==> src/core/itc_pkg.sv <==
package itc_pkg;

  // Register indices on the plain register port
  localparam logic [3:0] ADDR_PRESCALER_CONTROL = 4'h0;
  localparam logic [3:0] ADDR_TICK0_CONTROL     = 4'h1;
  localparam logic [3:0] ADDR_TICK1_CONTROL     = 4'h2;
  localparam logic [3:0] ADDR_IRQ_ENABLE        = 4'h3;
  localparam logic [3:0] ADDR_IRQ_FLAG          = 4'h4;
  localparam logic [3:0] ADDR_TIMER_GROUP       = 4'h5;

  // Field positions
  localparam int PSC_ON_BIT     = 2;
  localparam int PSC_SRC_LSB    = 0;
  localparam int TICK_RUN_BIT   = 7;
  localparam int TICK_PER_LSB   = 0;
  localparam int EN_GLOBAL_BIT  = 0;
  localparam int EN_GROUP_BIT   = 1;
  localparam int EN_LOWVOLT_BIT = 2;
  localparam int EN_TICK0_BIT   = 3;
  localparam int EN_TICK1_BIT   = 4;
  localparam int EN_SERIAL_BIT  = 5;
  localparam int EN_UART_BIT    = 6;
  localparam int GRP_CMPP_EN    = 0;
  localparam int GRP_CMPA_EN    = 1;
  localparam int GRP_CMPP_FLAG  = 4;
  localparam int GRP_CMPA_FLAG  = 5;

  // Reset values
  localparam logic [7:0] RESET_REG   = 8'h00;
  localparam logic [7:0] ENABLE_MASK = 8'h7F;
  localparam logic [7:0] GROUP_MASK  = 8'h33;

  // Prescaler source codes
  localparam logic [1:0] SRC_SYS      = 2'h0;
  localparam logic [1:0] SRC_SYS_DIV4 = 2'h1;
  localparam logic [1:0] SRC_SYS_DIV2 = 2'h2;
  localparam logic [1:0] SRC_SUB      = 2'h3;

  // Tick period base exponent
  localparam int TICK_BASE_EXP = 8;
  localparam int TICK_CNT_W    = 16;

  // Request sources, index = priority (0 highest)
  localparam int NUM_SRC  = 6;
  localparam int SRC_LVD  = 0;
  localparam int SRC_GRP  = 1;
  localparam int SRC_TB0  = 2;
  localparam int SRC_TB1  = 3;
  localparam int SRC_SER  = 4;
  localparam int SRC_UART = 5;

  // Vector addresses per source, arbitrary placement
  localparam logic [11:0] VEC_BASE = 12'h004;
  localparam logic [11:0] VEC_STEP = 12'h004;

  // Core handshake bundle
  typedef struct packed {
    logic        call;
    logic [11:0] vector;
    logic [2:0]  source;
  } itc_call_s;

  typedef struct packed {
    logic cmp_p;
    logic cmp_a;
    logic lowvolt;
    logic serial;
    logic uart;
  } itc_event_s;

endpackage

==> src/core/itc_tick_gen.sv <==
module itc_tick_gen
  import itc_pkg::*;
#(
  parameter int CNT_W = TICK_CNT_W
) (
  // Clock and reset
  input  wire logic       clk_sys,
  input  wire logic       rst_b,
  // Control
  input  wire logic       run,
  input  wire logic       psc_tick,
  input  wire logic [2:0] period,
  // Result
  output logic            overflow
);

  // Elaboration guard: counter must hold the longest period
  if (CNT_W < TICK_BASE_EXP + 8) begin : g_bad_width
    $error("itc_tick_gen: CNT_W too small");
  end

  logic [CNT_W-1:0] count;
  logic             run_d;
  logic [CNT_W-1:0] last_cnt;

  // Terminal count for 2^(8+period) prescaled periods
  assign last_cnt = CNT_W'((32'h1 << (TICK_BASE_EXP + int'(period))) - 32'h1);

  // Run edge tracker
  always_ff @(posedge clk_sys or negedge rst_b) begin
    if (!rst_b) run_d <= 1'b0;
    else        run_d <= run;
  end

  // Counter restarts on switch-on; counts prescaled ticks
  always_ff @(posedge clk_sys or negedge rst_b) begin
    if (!rst_b) begin
      count    <= '0;
      overflow <= 1'b0;
    end else begin
      overflow <= 1'b0;
      if (!run || !run_d) begin
        count <= '0;
      end else if (psc_tick) begin
        if (count >= last_cnt) begin
          count    <= '0;
          overflow <= 1'b1;
        end else begin
          count <= count + CNT_W'(1);
        end
      end
    end
  end

endmodule

==> src/core/itc_irq_control.sv <==
// Summary of operation
// - Timer compare call needs global, source, group enables and stack not full.
// - Group service clears global enable and group flag; software clears compare flags.
// - Low-voltage flag set by detector; calls when global and its enable set.
// - Low-voltage service clears its flag and global enable.
// - Each tick overflow sets its flag; calls its vector when enabled.
// - Tick service clears that tick flag and global enable.
// - Source field: 00 sys, 01 sys/4, 10 sys/2, 11 sub clock.
// - Prescaler enable bit 2 gates the prescaled clock.
// - Tick run bit 7 starts or stops generator; resets to zero.
// - Tick period field selects 2^(8+field) prescaled periods.
// - Serial flag set on byte done, address match or timeout; gated.
// - Serial service clears serial flag and global enable.
// - UART flag raised on any UART condition; gated by global, UART enables.
// - UART service clears UART flag and global enable, not UART status.
// - Any flag rising wakes the device regardless of enables.
// - Flags stay set until serviced or cleared by software.
// - Return-from-interrupt sets global enable; plain return leaves it clear.
// - Taking interrupt pushes program counter then loads vector.
// - Group flag set whenever any contained compare flag with its group enable set becomes set.
//
// The implementer's own choices: the plain strobed port and the address map.
module itc_irq_control
  import itc_pkg::*;
(
  // Clock and reset
  input  wire logic        clk_sys,
  input  wire logic        rst_b,
  // Register port
  input  wire logic [3:0]  reg_addr,
  input  wire logic [7:0]  reg_wdata,
  input  wire logic        reg_wr,
  input  wire logic        reg_rd,
  output logic [7:0]       reg_rdata,
  // Event inputs from peripherals, same clock
  input  wire itc_event_s  evt,
  // Sub clock, from another domain
  input  wire logic        sub_clk,
  // Core sequencer
  input  wire logic        stack_full,
  input  wire logic        call_ack,
  input  wire logic        ret_irq,
  output itc_call_s        call_req,
  // Power management
  output logic             wake
);

  // Elaboration guards: the source index is three bits wide and the
  // flag register maps exactly six sources into its low bits
  if (NUM_SRC > 8) begin : g_bad_src_width
    $error("itc_irq_control: NUM_SRC exceeds the source field");
  end
  if (NUM_SRC != 6) begin : g_bad_src_count
    $error("itc_irq_control: flag register layout needs six sources");
  end
  if (TICK_CNT_W < TICK_BASE_EXP + 8) begin : g_bad_tick_width
    $error("itc_irq_control: tick counter too narrow");
  end

  // Control registers
  logic       psc_on;
  logic [1:0] psc_src;
  logic       tb0_run;
  logic [2:0] tb0_per;
  logic       tb1_run;
  logic [2:0] tb1_per;
  logic [6:0] enables;
  logic [1:0] cmp_en;
  logic [1:0] cmp_flag;
  logic [NUM_SRC-1:0] flags;

  logic wr_psc;
  logic wr_tb0;
  logic wr_tb1;
  logic wr_en;
  logic wr_flag;
  logic wr_grp;

  assign wr_psc  = reg_wr && (reg_addr == ADDR_PRESCALER_CONTROL);
  assign wr_tb0  = reg_wr && (reg_addr == ADDR_TICK0_CONTROL);
  assign wr_tb1  = reg_wr && (reg_addr == ADDR_TICK1_CONTROL);
  assign wr_en   = reg_wr && (reg_addr == ADDR_IRQ_ENABLE);
  assign wr_flag = reg_wr && (reg_addr == ADDR_IRQ_FLAG);
  assign wr_grp  = reg_wr && (reg_addr == ADDR_TIMER_GROUP);

  // Prescaler and tick control registers
  always_ff @(posedge clk_sys or negedge rst_b) begin
    if (!rst_b) begin
      psc_on  <= 1'b0;
      psc_src <= SRC_SYS;
      tb0_run <= 1'b0;
      tb0_per <= 3'h0;
      tb1_run <= 1'b0;
      tb1_per <= 3'h0;
    end else begin
      if (wr_psc) begin
        psc_on  <= reg_wdata[PSC_ON_BIT];
        psc_src <= reg_wdata[PSC_SRC_LSB +: 2];
      end
      if (wr_tb0) begin
        tb0_run <= reg_wdata[TICK_RUN_BIT];
        tb0_per <= reg_wdata[TICK_PER_LSB +: 3];
      end
      if (wr_tb1) begin
        tb1_run <= reg_wdata[TICK_RUN_BIT];
        tb1_per <= reg_wdata[TICK_PER_LSB +: 3];
      end
    end
  end

  // Sub clock synchroniser and edge detect.
  // Only the second stage and its delayed copy feed logic; the third
  // flop exists for the edge compare and never sees the raw pin.
  logic sub_s1;
  logic sub_s2;
  logic sub_s3;

  always_ff @(posedge clk_sys or negedge rst_b) begin
    if (!rst_b) begin
      sub_s1 <= 1'b0;
      sub_s2 <= 1'b0;
      sub_s3 <= 1'b0;
    end else begin
      sub_s1 <= sub_clk;
      sub_s2 <= sub_s1;
      sub_s3 <= sub_s2;
    end
  end

  // Fixed divider for sys/2 and sys/4 strobes.
  // Free running, so a source change takes effect within four cycles.
  logic [1:0] sys_div;

  always_ff @(posedge clk_sys or negedge rst_b) begin
    if (!rst_b) sys_div <= 2'h0;
    else        sys_div <= sys_div + 2'h1;
  end

  // Prescaled clock strobe, gated by enable
  logic psc_tick;

  always_comb begin
    unique case (psc_src)
      SRC_SYS:      psc_tick = 1'b1;
      SRC_SYS_DIV4: psc_tick = (sys_div == 2'h3);
      SRC_SYS_DIV2: psc_tick = sys_div[0];
      SRC_SUB:      psc_tick = sub_s2 && !sub_s3;
    endcase
    if (!psc_on) psc_tick = 1'b0;
  end

  // Tick generators
  logic tb0_ovf;
  logic tb1_ovf;

  itc_tick_gen #(.CNT_W(TICK_CNT_W)) u_tick0 (
    .clk_sys  (clk_sys),
    .rst_b    (rst_b),
    .run      (tb0_run),
    .psc_tick (psc_tick),
    .period   (tb0_per),
    .overflow (tb0_ovf)
  );

  itc_tick_gen #(.CNT_W(TICK_CNT_W)) u_tick1 (
    .clk_sys  (clk_sys),
    .rst_b    (rst_b),
    .run      (tb1_run),
    .psc_tick (psc_tick),
    .period   (tb1_per),
    .overflow (tb1_ovf)
  );

  // Request arbitration
  logic [NUM_SRC-1:0] src_en;
  logic [NUM_SRC-1:0] pending;
  logic [2:0]         win;
  logic               any_pend;
  logic               take;

  assign src_en[SRC_LVD]  = enables[EN_LOWVOLT_BIT];
  assign src_en[SRC_GRP]  = enables[EN_GROUP_BIT];
  assign src_en[SRC_TB0]  = enables[EN_TICK0_BIT];
  assign src_en[SRC_TB1]  = enables[EN_TICK1_BIT];
  assign src_en[SRC_SER]  = enables[EN_SERIAL_BIT];
  assign src_en[SRC_UART] = enables[EN_UART_BIT];
  assign pending = (enables[EN_GLOBAL_BIT] && !stack_full) ? (flags & src_en)
                                                             : '0;

  // Lowest index wins
  always_comb begin
    win      = 3'h0;
    any_pend = 1'b0;
    for (int i = NUM_SRC - 1; i >= 0; i--) begin
      if (pending[i]) begin
        win      = 3'(i);
        any_pend = 1'b1;
      end
    end
  end

  // Call request held until the core acknowledges.
  // The winner is frozen in call_src so that a higher priority request
  // arriving while the core is busy cannot change the vector under it;
  // it is picked up on the next arbitration once global is set again.
  logic       call_busy;
  logic [2:0] call_src;

  always_ff @(posedge clk_sys or negedge rst_b) begin
    if (!rst_b) begin
      call_busy <= 1'b0;
      call_src  <= 3'h0;
    end else if (call_busy) begin
      if (call_ack) call_busy <= 1'b0;
    end else if (any_pend) begin
      call_busy <= 1'b1;
      call_src  <= win;
    end
  end

  // Core pushes the counter and jumps on ack
  assign take            = call_busy && call_ack;
  assign call_req.call   = call_busy;
  assign call_req.source = call_src;
  assign call_req.vector = VEC_BASE + VEC_STEP * {9'h000, call_src};

  // Global and per-source enables
  always_ff @(posedge clk_sys or negedge rst_b) begin
    if (!rst_b) begin
      enables <= ENABLE_MASK[6:0] & RESET_REG[6:0];
      cmp_en  <= 2'h0;
    end else begin
      if (wr_en) enables <= reg_wdata[6:0];
      if (wr_grp) begin
        cmp_en[0] <= reg_wdata[GRP_CMPP_EN];
        cmp_en[1] <= reg_wdata[GRP_CMPA_EN];
      end
      if (take) enables[EN_GLOBAL_BIT] <= 1'b0;
      else if (ret_irq) enables[EN_GLOBAL_BIT] <= 1'b1;
    end
  end

  // Timer compare flags, cleared only by software
  logic [1:0] cmp_set;
  assign cmp_set = {evt.cmp_a, evt.cmp_p};

  always_ff @(posedge clk_sys or negedge rst_b) begin
    if (!rst_b) begin
      cmp_flag <= 2'h0;
    end else begin
      if (wr_grp) begin
        cmp_flag[0] <= reg_wdata[GRP_CMPP_FLAG];
        cmp_flag[1] <= reg_wdata[GRP_CMPA_FLAG];
      end
      cmp_flag <= (wr_grp ? {reg_wdata[GRP_CMPA_FLAG], reg_wdata[GRP_CMPP_FLAG]}
                          : cmp_flag) | cmp_set;
    end
  end

  // Group raises when an enabled compare flag rises
  logic [1:0] cmp_rise;
  assign cmp_rise = cmp_set & ~cmp_flag & cmp_en;

  // Request flags: sets win over service and software clear
  logic [NUM_SRC-1:0] flag_set;
  logic [NUM_SRC-1:0] next_flags;

  assign flag_set[SRC_LVD]  = evt.lowvolt;
  assign flag_set[SRC_GRP]  = |cmp_rise;
  assign flag_set[SRC_TB0]  = tb0_ovf;
  assign flag_set[SRC_TB1]  = tb1_ovf;
  assign flag_set[SRC_SER]  = evt.serial;
  assign flag_set[SRC_UART] = evt.uart;

  // One next-value slice per source.
  // Software write replaces the flag, service clears the served one,
  // and a hardware set in the same cycle always wins so no event is lost.
  for (genvar s = 0; s < NUM_SRC; s++) begin : g_flag
    logic sw_val;
    logic svc_clr;

    assign sw_val        = wr_flag ? reg_wdata[s] : flags[s];
    assign svc_clr       = take && (call_src == 3'(s));
    assign next_flags[s] = flag_set[s] || (sw_val && !svc_clr);
  end

  // Flag bank register

  always_ff @(posedge clk_sys or negedge rst_b) begin
    if (!rst_b) flags <= '0;
    else        flags <= next_flags;
  end

  // Wake pulse on any flag rising, enables ignored.
  // Compare flags count too: a masked group source still wakes.
  // A flag already high cannot rise, which is how software masks a source.
  always_ff @(posedge clk_sys or negedge rst_b) begin
    if (!rst_b) wake <= 1'b0;
    else        wake <= |(next_flags & ~flags) || |(cmp_set & ~cmp_flag);
  end

  // Read data, one cycle after the strobe
  always_ff @(posedge clk_sys or negedge rst_b) begin
    if (!rst_b) begin
      reg_rdata <= RESET_REG;
    end else if (reg_rd) begin
      unique case (reg_addr)
        ADDR_PRESCALER_CONTROL: reg_rdata <= {5'h00, psc_on, psc_src};
        ADDR_TICK0_CONTROL:     reg_rdata <= {tb0_run, 4'h0, tb0_per};
        ADDR_TICK1_CONTROL:     reg_rdata <= {tb1_run, 4'h0, tb1_per};
        ADDR_IRQ_ENABLE:        reg_rdata <= {1'b0, enables};
        ADDR_IRQ_FLAG:          reg_rdata <= {2'h0, flags};
        ADDR_TIMER_GROUP:       reg_rdata <= {2'h0, cmp_flag, 2'h0, cmp_en};
        default:                reg_rdata <= RESET_REG;
      endcase
    end else begin
      reg_rdata <= RESET_REG;
    end
  end

endmodule

==> config.mk <==
export PLATFORM = sky130hd
export DESIGN_NAME = itc_irq_control
export DESIGN_NICKNAME = d
export VERILOG_FILES = /design/src/core/itc_pkg.sv /design/src/core/itc_tick_gen.sv /design/src/core/itc_irq_control.sv
export SDC_FILE = /design/constraint.sdc
export NUM_CORES = 1
export LEC_CHECK = 0
export ABC_CLOCK_PERIOD_IN_PS = 5700
export BUFFER_PORTS_ARGS = -buffer_cell sky130_fd_sc_hd__buf_2
export CAP_MARGIN = 25
export CORE_MARGIN = 1
export CORE_UTILIZATION = 60
export DETAILED_ROUTE_END_ITERATION = 10
export PLACE_DENSITY = 0.81
export SETUP_SLACK_MARGIN = 0.05
export SLEW_MARGIN = 20
export SYNTH_ARGS = -nofsm -noshare
export SYNTH_HDL_FRONTEND = slang
export SYNTH_SLANG_ARGS = --single-unit
==> constraint.sdc <==
create_clock -name clk_sys -period 5.7 [get_ports clk_sys]
set_input_delay 1.14 -clock clk_sys [delete_from_list [all_inputs] [get_ports clk_sys]]
set_output_delay 1.14 -clock clk_sys [all_outputs]
set_load 0.01 [all_outputs]
==> metrics.yaml <==
timing:
  max_slew_margin: 0.409
  period_needed_ns: 2.57
  finalHoldViolCount: 0
  worst_slew_pin_slew_ns: 0.880
  drv_slew: 0
  rsz0062_at_grt: "no"
  max_freq_mhz: 389
  period_share: 0.451
  fin_skew_ns: 0.00707
  setup_viol: 0
  layout_setup_ws_ns: 3.13
  whs_ns: 0.368
  finalSetupTns_ns: 0
final_layout:
  nets: 545
  finalNonFillerCells: 600
  diodes: 0
  drive_gt1_frac: 0.200
  fin_area_sq_um: 5110
  area_growth_pct: 10.1
logic_synthesis:
  synth.top_cells.by_area: "dfrtp_1 44%, ha_1 6.5%, mux2_2 5.1%"
  synth_top_area_cell: "dfrtp_1"
  synth_common_cells: "82 x dfrtp_1, 38 x nor2_1, 36 x nand2_1"
  yosysMostFrequentCell: "dfrtp_1"
  ys_seq_area_frac: 0.443
  ys_seq_elements: 82
  syn_area_sq_um: 4640
  avgSynthCellArea_sq_um: 10.2
  ys.flop_type: "dfrtp_1"
  ys_types: 61
  syn_inst: 455
  yosysTopAreaCellShare: 0.443
  synth_enable_flop_cells: 0
  ys_warn_count: 0
  async_flop_share: 1.00
worst_setup_path:
  cp.required_ns: 4.56
  path_cells: "ha_1, ha_1, inv_1, buf_2"
  crit_path_start_kind: "flip-flop"
  arrival_ns: 1.43
  cp_top_family: "adder cells"
  crit_type: "flip-flop to primary output"
  path_common_cell: "ha_1"
  end_kind: "primary output"
  critical_path.slowest_cell: "dfrtp_1"
  slowest_delay_ns: 0.43
  cp_num_buf_inv: 2
  critPathMaxFanout: 5
detailed_routing:
  vias_per_cell: 6.13
  drc: 0
  firstDrtPassIters: 4
  antenna_left: 0
  drt_iter0_drc: 160
  vias: 3677
  routed_wl_mm: 10.5
  post_drt_wl_per_cell_um: 17.5
place:
  dpl_cell_area_sq_um: 4880
  dp_hpwl_mm: 7.51
  dpl.cell_count: 583
  pre_cts_ws_ns: 2.99
  place_congestion: 0.889
  numPortBuffers: 41
floorplanning:
  io-pin-count: 50
  num_rows: 31
  die_x_um: 89.9
  initial_core_util: 0.629
  core_area_sq_um: 7370
  die-area_sq_um: 8080
  die_h_um: 89.9
power_and_ir_drop:
  ir_worst_vdd_mv: 0.235
  power_switching_w: 0.000523
  seq_power_share: 0.478
  p_comb_frac: 0.243
  powerDensity_nw_per_um2: 304
  p_sw_frac: 0.337
  leakage_nw: 2.28
  intPower_w: 0.00103
  pwr-share-clk: 0.279
global_route:
  grt_pass1_vias: 3747
  grtUsageTotal: 0.278
  grt_pass1_wl_mm: 17.9
  grt_overflow_total: 0
  grt_max_degree: 83
  antenna_found_initial: 0
clock_network:
  numCtsBuffers: 9
  postCtsSetupBuffers: 0
  insertion_delay_ns: 0.36
  ctsHoldBuffers: 0
  clockRootBuffer: "clkbuf_8"
  h-tree-depth: 3
  cts_tree: "done"
  cts-resized-gates: 0
  clock_sinks: 82
  path_clk_slew_ns: 0.08
  clk_path_buf_depth: 2
run:
  maxCapViolations: 0
run_status:
  outcome: "completed"
worst_hold_path:
  hold_path.class: "flip-flop to flip-flop"
## layout make-up
type / count / area [sq um]
flip-flops and latches: 82 / 2050
inverters: 19 / 71.3
fillers: 554 / 2260
repair buffers: 43 / 243
well taps: 99 / 124
clock inverters: 5 / 52.6
multi-input cells: 341 / 2410
clock buffers: 11 / 151
## per-stage QoR
stage          utilization  total power [W]
4_1_cts              0.689          0.00156
2_1_floorplan            -         0.000999
3_3_place_gp         0.662          0.00110
6_report             0.693          0.00155
3_5_place_dp         0.662          0.00112
5_1_grt              0.693          0.00164
## power groups by stage
stage / clock [W] / combinational (W) / sequential, W
floorplan: 0 / 0.000277 / 0.000722
global placement: 0 / 0.000355 / 0.000748
detailed placement: 0 / 0.000372 / 0.000751
CTS: 0.000441 / 0.000376 / 0.000740
global route: 0.000473 / 0.000419 / 0.000753
finish: 0.000433 / 0.000379 / 0.000743
## worst reg2reg max path: stages, from the launching register on
cell      delay, ns
dfrtp_1        0.48
o21ai_0        0.17
ha_1           0.29
and4_1         0.22
and4_1         0.21
a211oi_2       0.07
o21ai_1        0.71
nor2_1         0.13
## flip-flops by register name, summed over array words and instances (netlist names), 3 cells and up
signal         cells
tb1_per            3
u_tick1.count     16
call_src           3
flags              6
reg_rdata          8
tb0_per            3
u_tick0.count     16
enables            7
## layout by cell type, fill, tap and decap left out, types with 16 or more instances in the layout
| master | count |
|---|---|
| dfrtp_1 | 82 |
| ha_1 | 24 |
| a21oi_1 | 23 |
| nand2_1 | 36 |
| inv_1 | 19 |
| xor2_1 | 16 |
| buf_2 | 40 |
| nand3_1 | 18 |
| o21ai_0 | 17 |
| mux2_2 | 21 |
| nor2_1 | 38 |
## metal layers
metal,part of all wire,global-route usage
met5,0,0
met4,0.026,0.117
met3,0.050,0.0525
met2,0.49,0.457
met1,0.43,0.364
## final timing paths
path	start	endpoint	slack, ns	cells past startpoint
max in group asynchronous	rst_b	u_tick1.count[2]	4.38	2
max	call_src[0]	call_req[7]	3.13	4
min reg2reg	sub_s1	sub_s2	0.37	0
min in group asynchronous	rst_b	u_tick0.count[5]	0.73	1
min	sub_s1	sub_s2	0.37	0
max reg2reg	tb1_per[2]	u_tick1.count[10]	3.26	7
## kinds of logic after synthesis
family | Yosys count | share of synthesized area
xor gates and xnor gates | 27 | 0.0510
adders and majority gates | 24 | 0.0648
buffers and inverters | 40 | 0.0434
DFF | 82 | 0.443
AOI/OAI and AO/OA | 93 | 0.149
other | 2 | 0.00162
and+or+nand+nor | 156 | 0.172
muxes | 31 | 0.0753
Power figures use the tool's default switching activity.
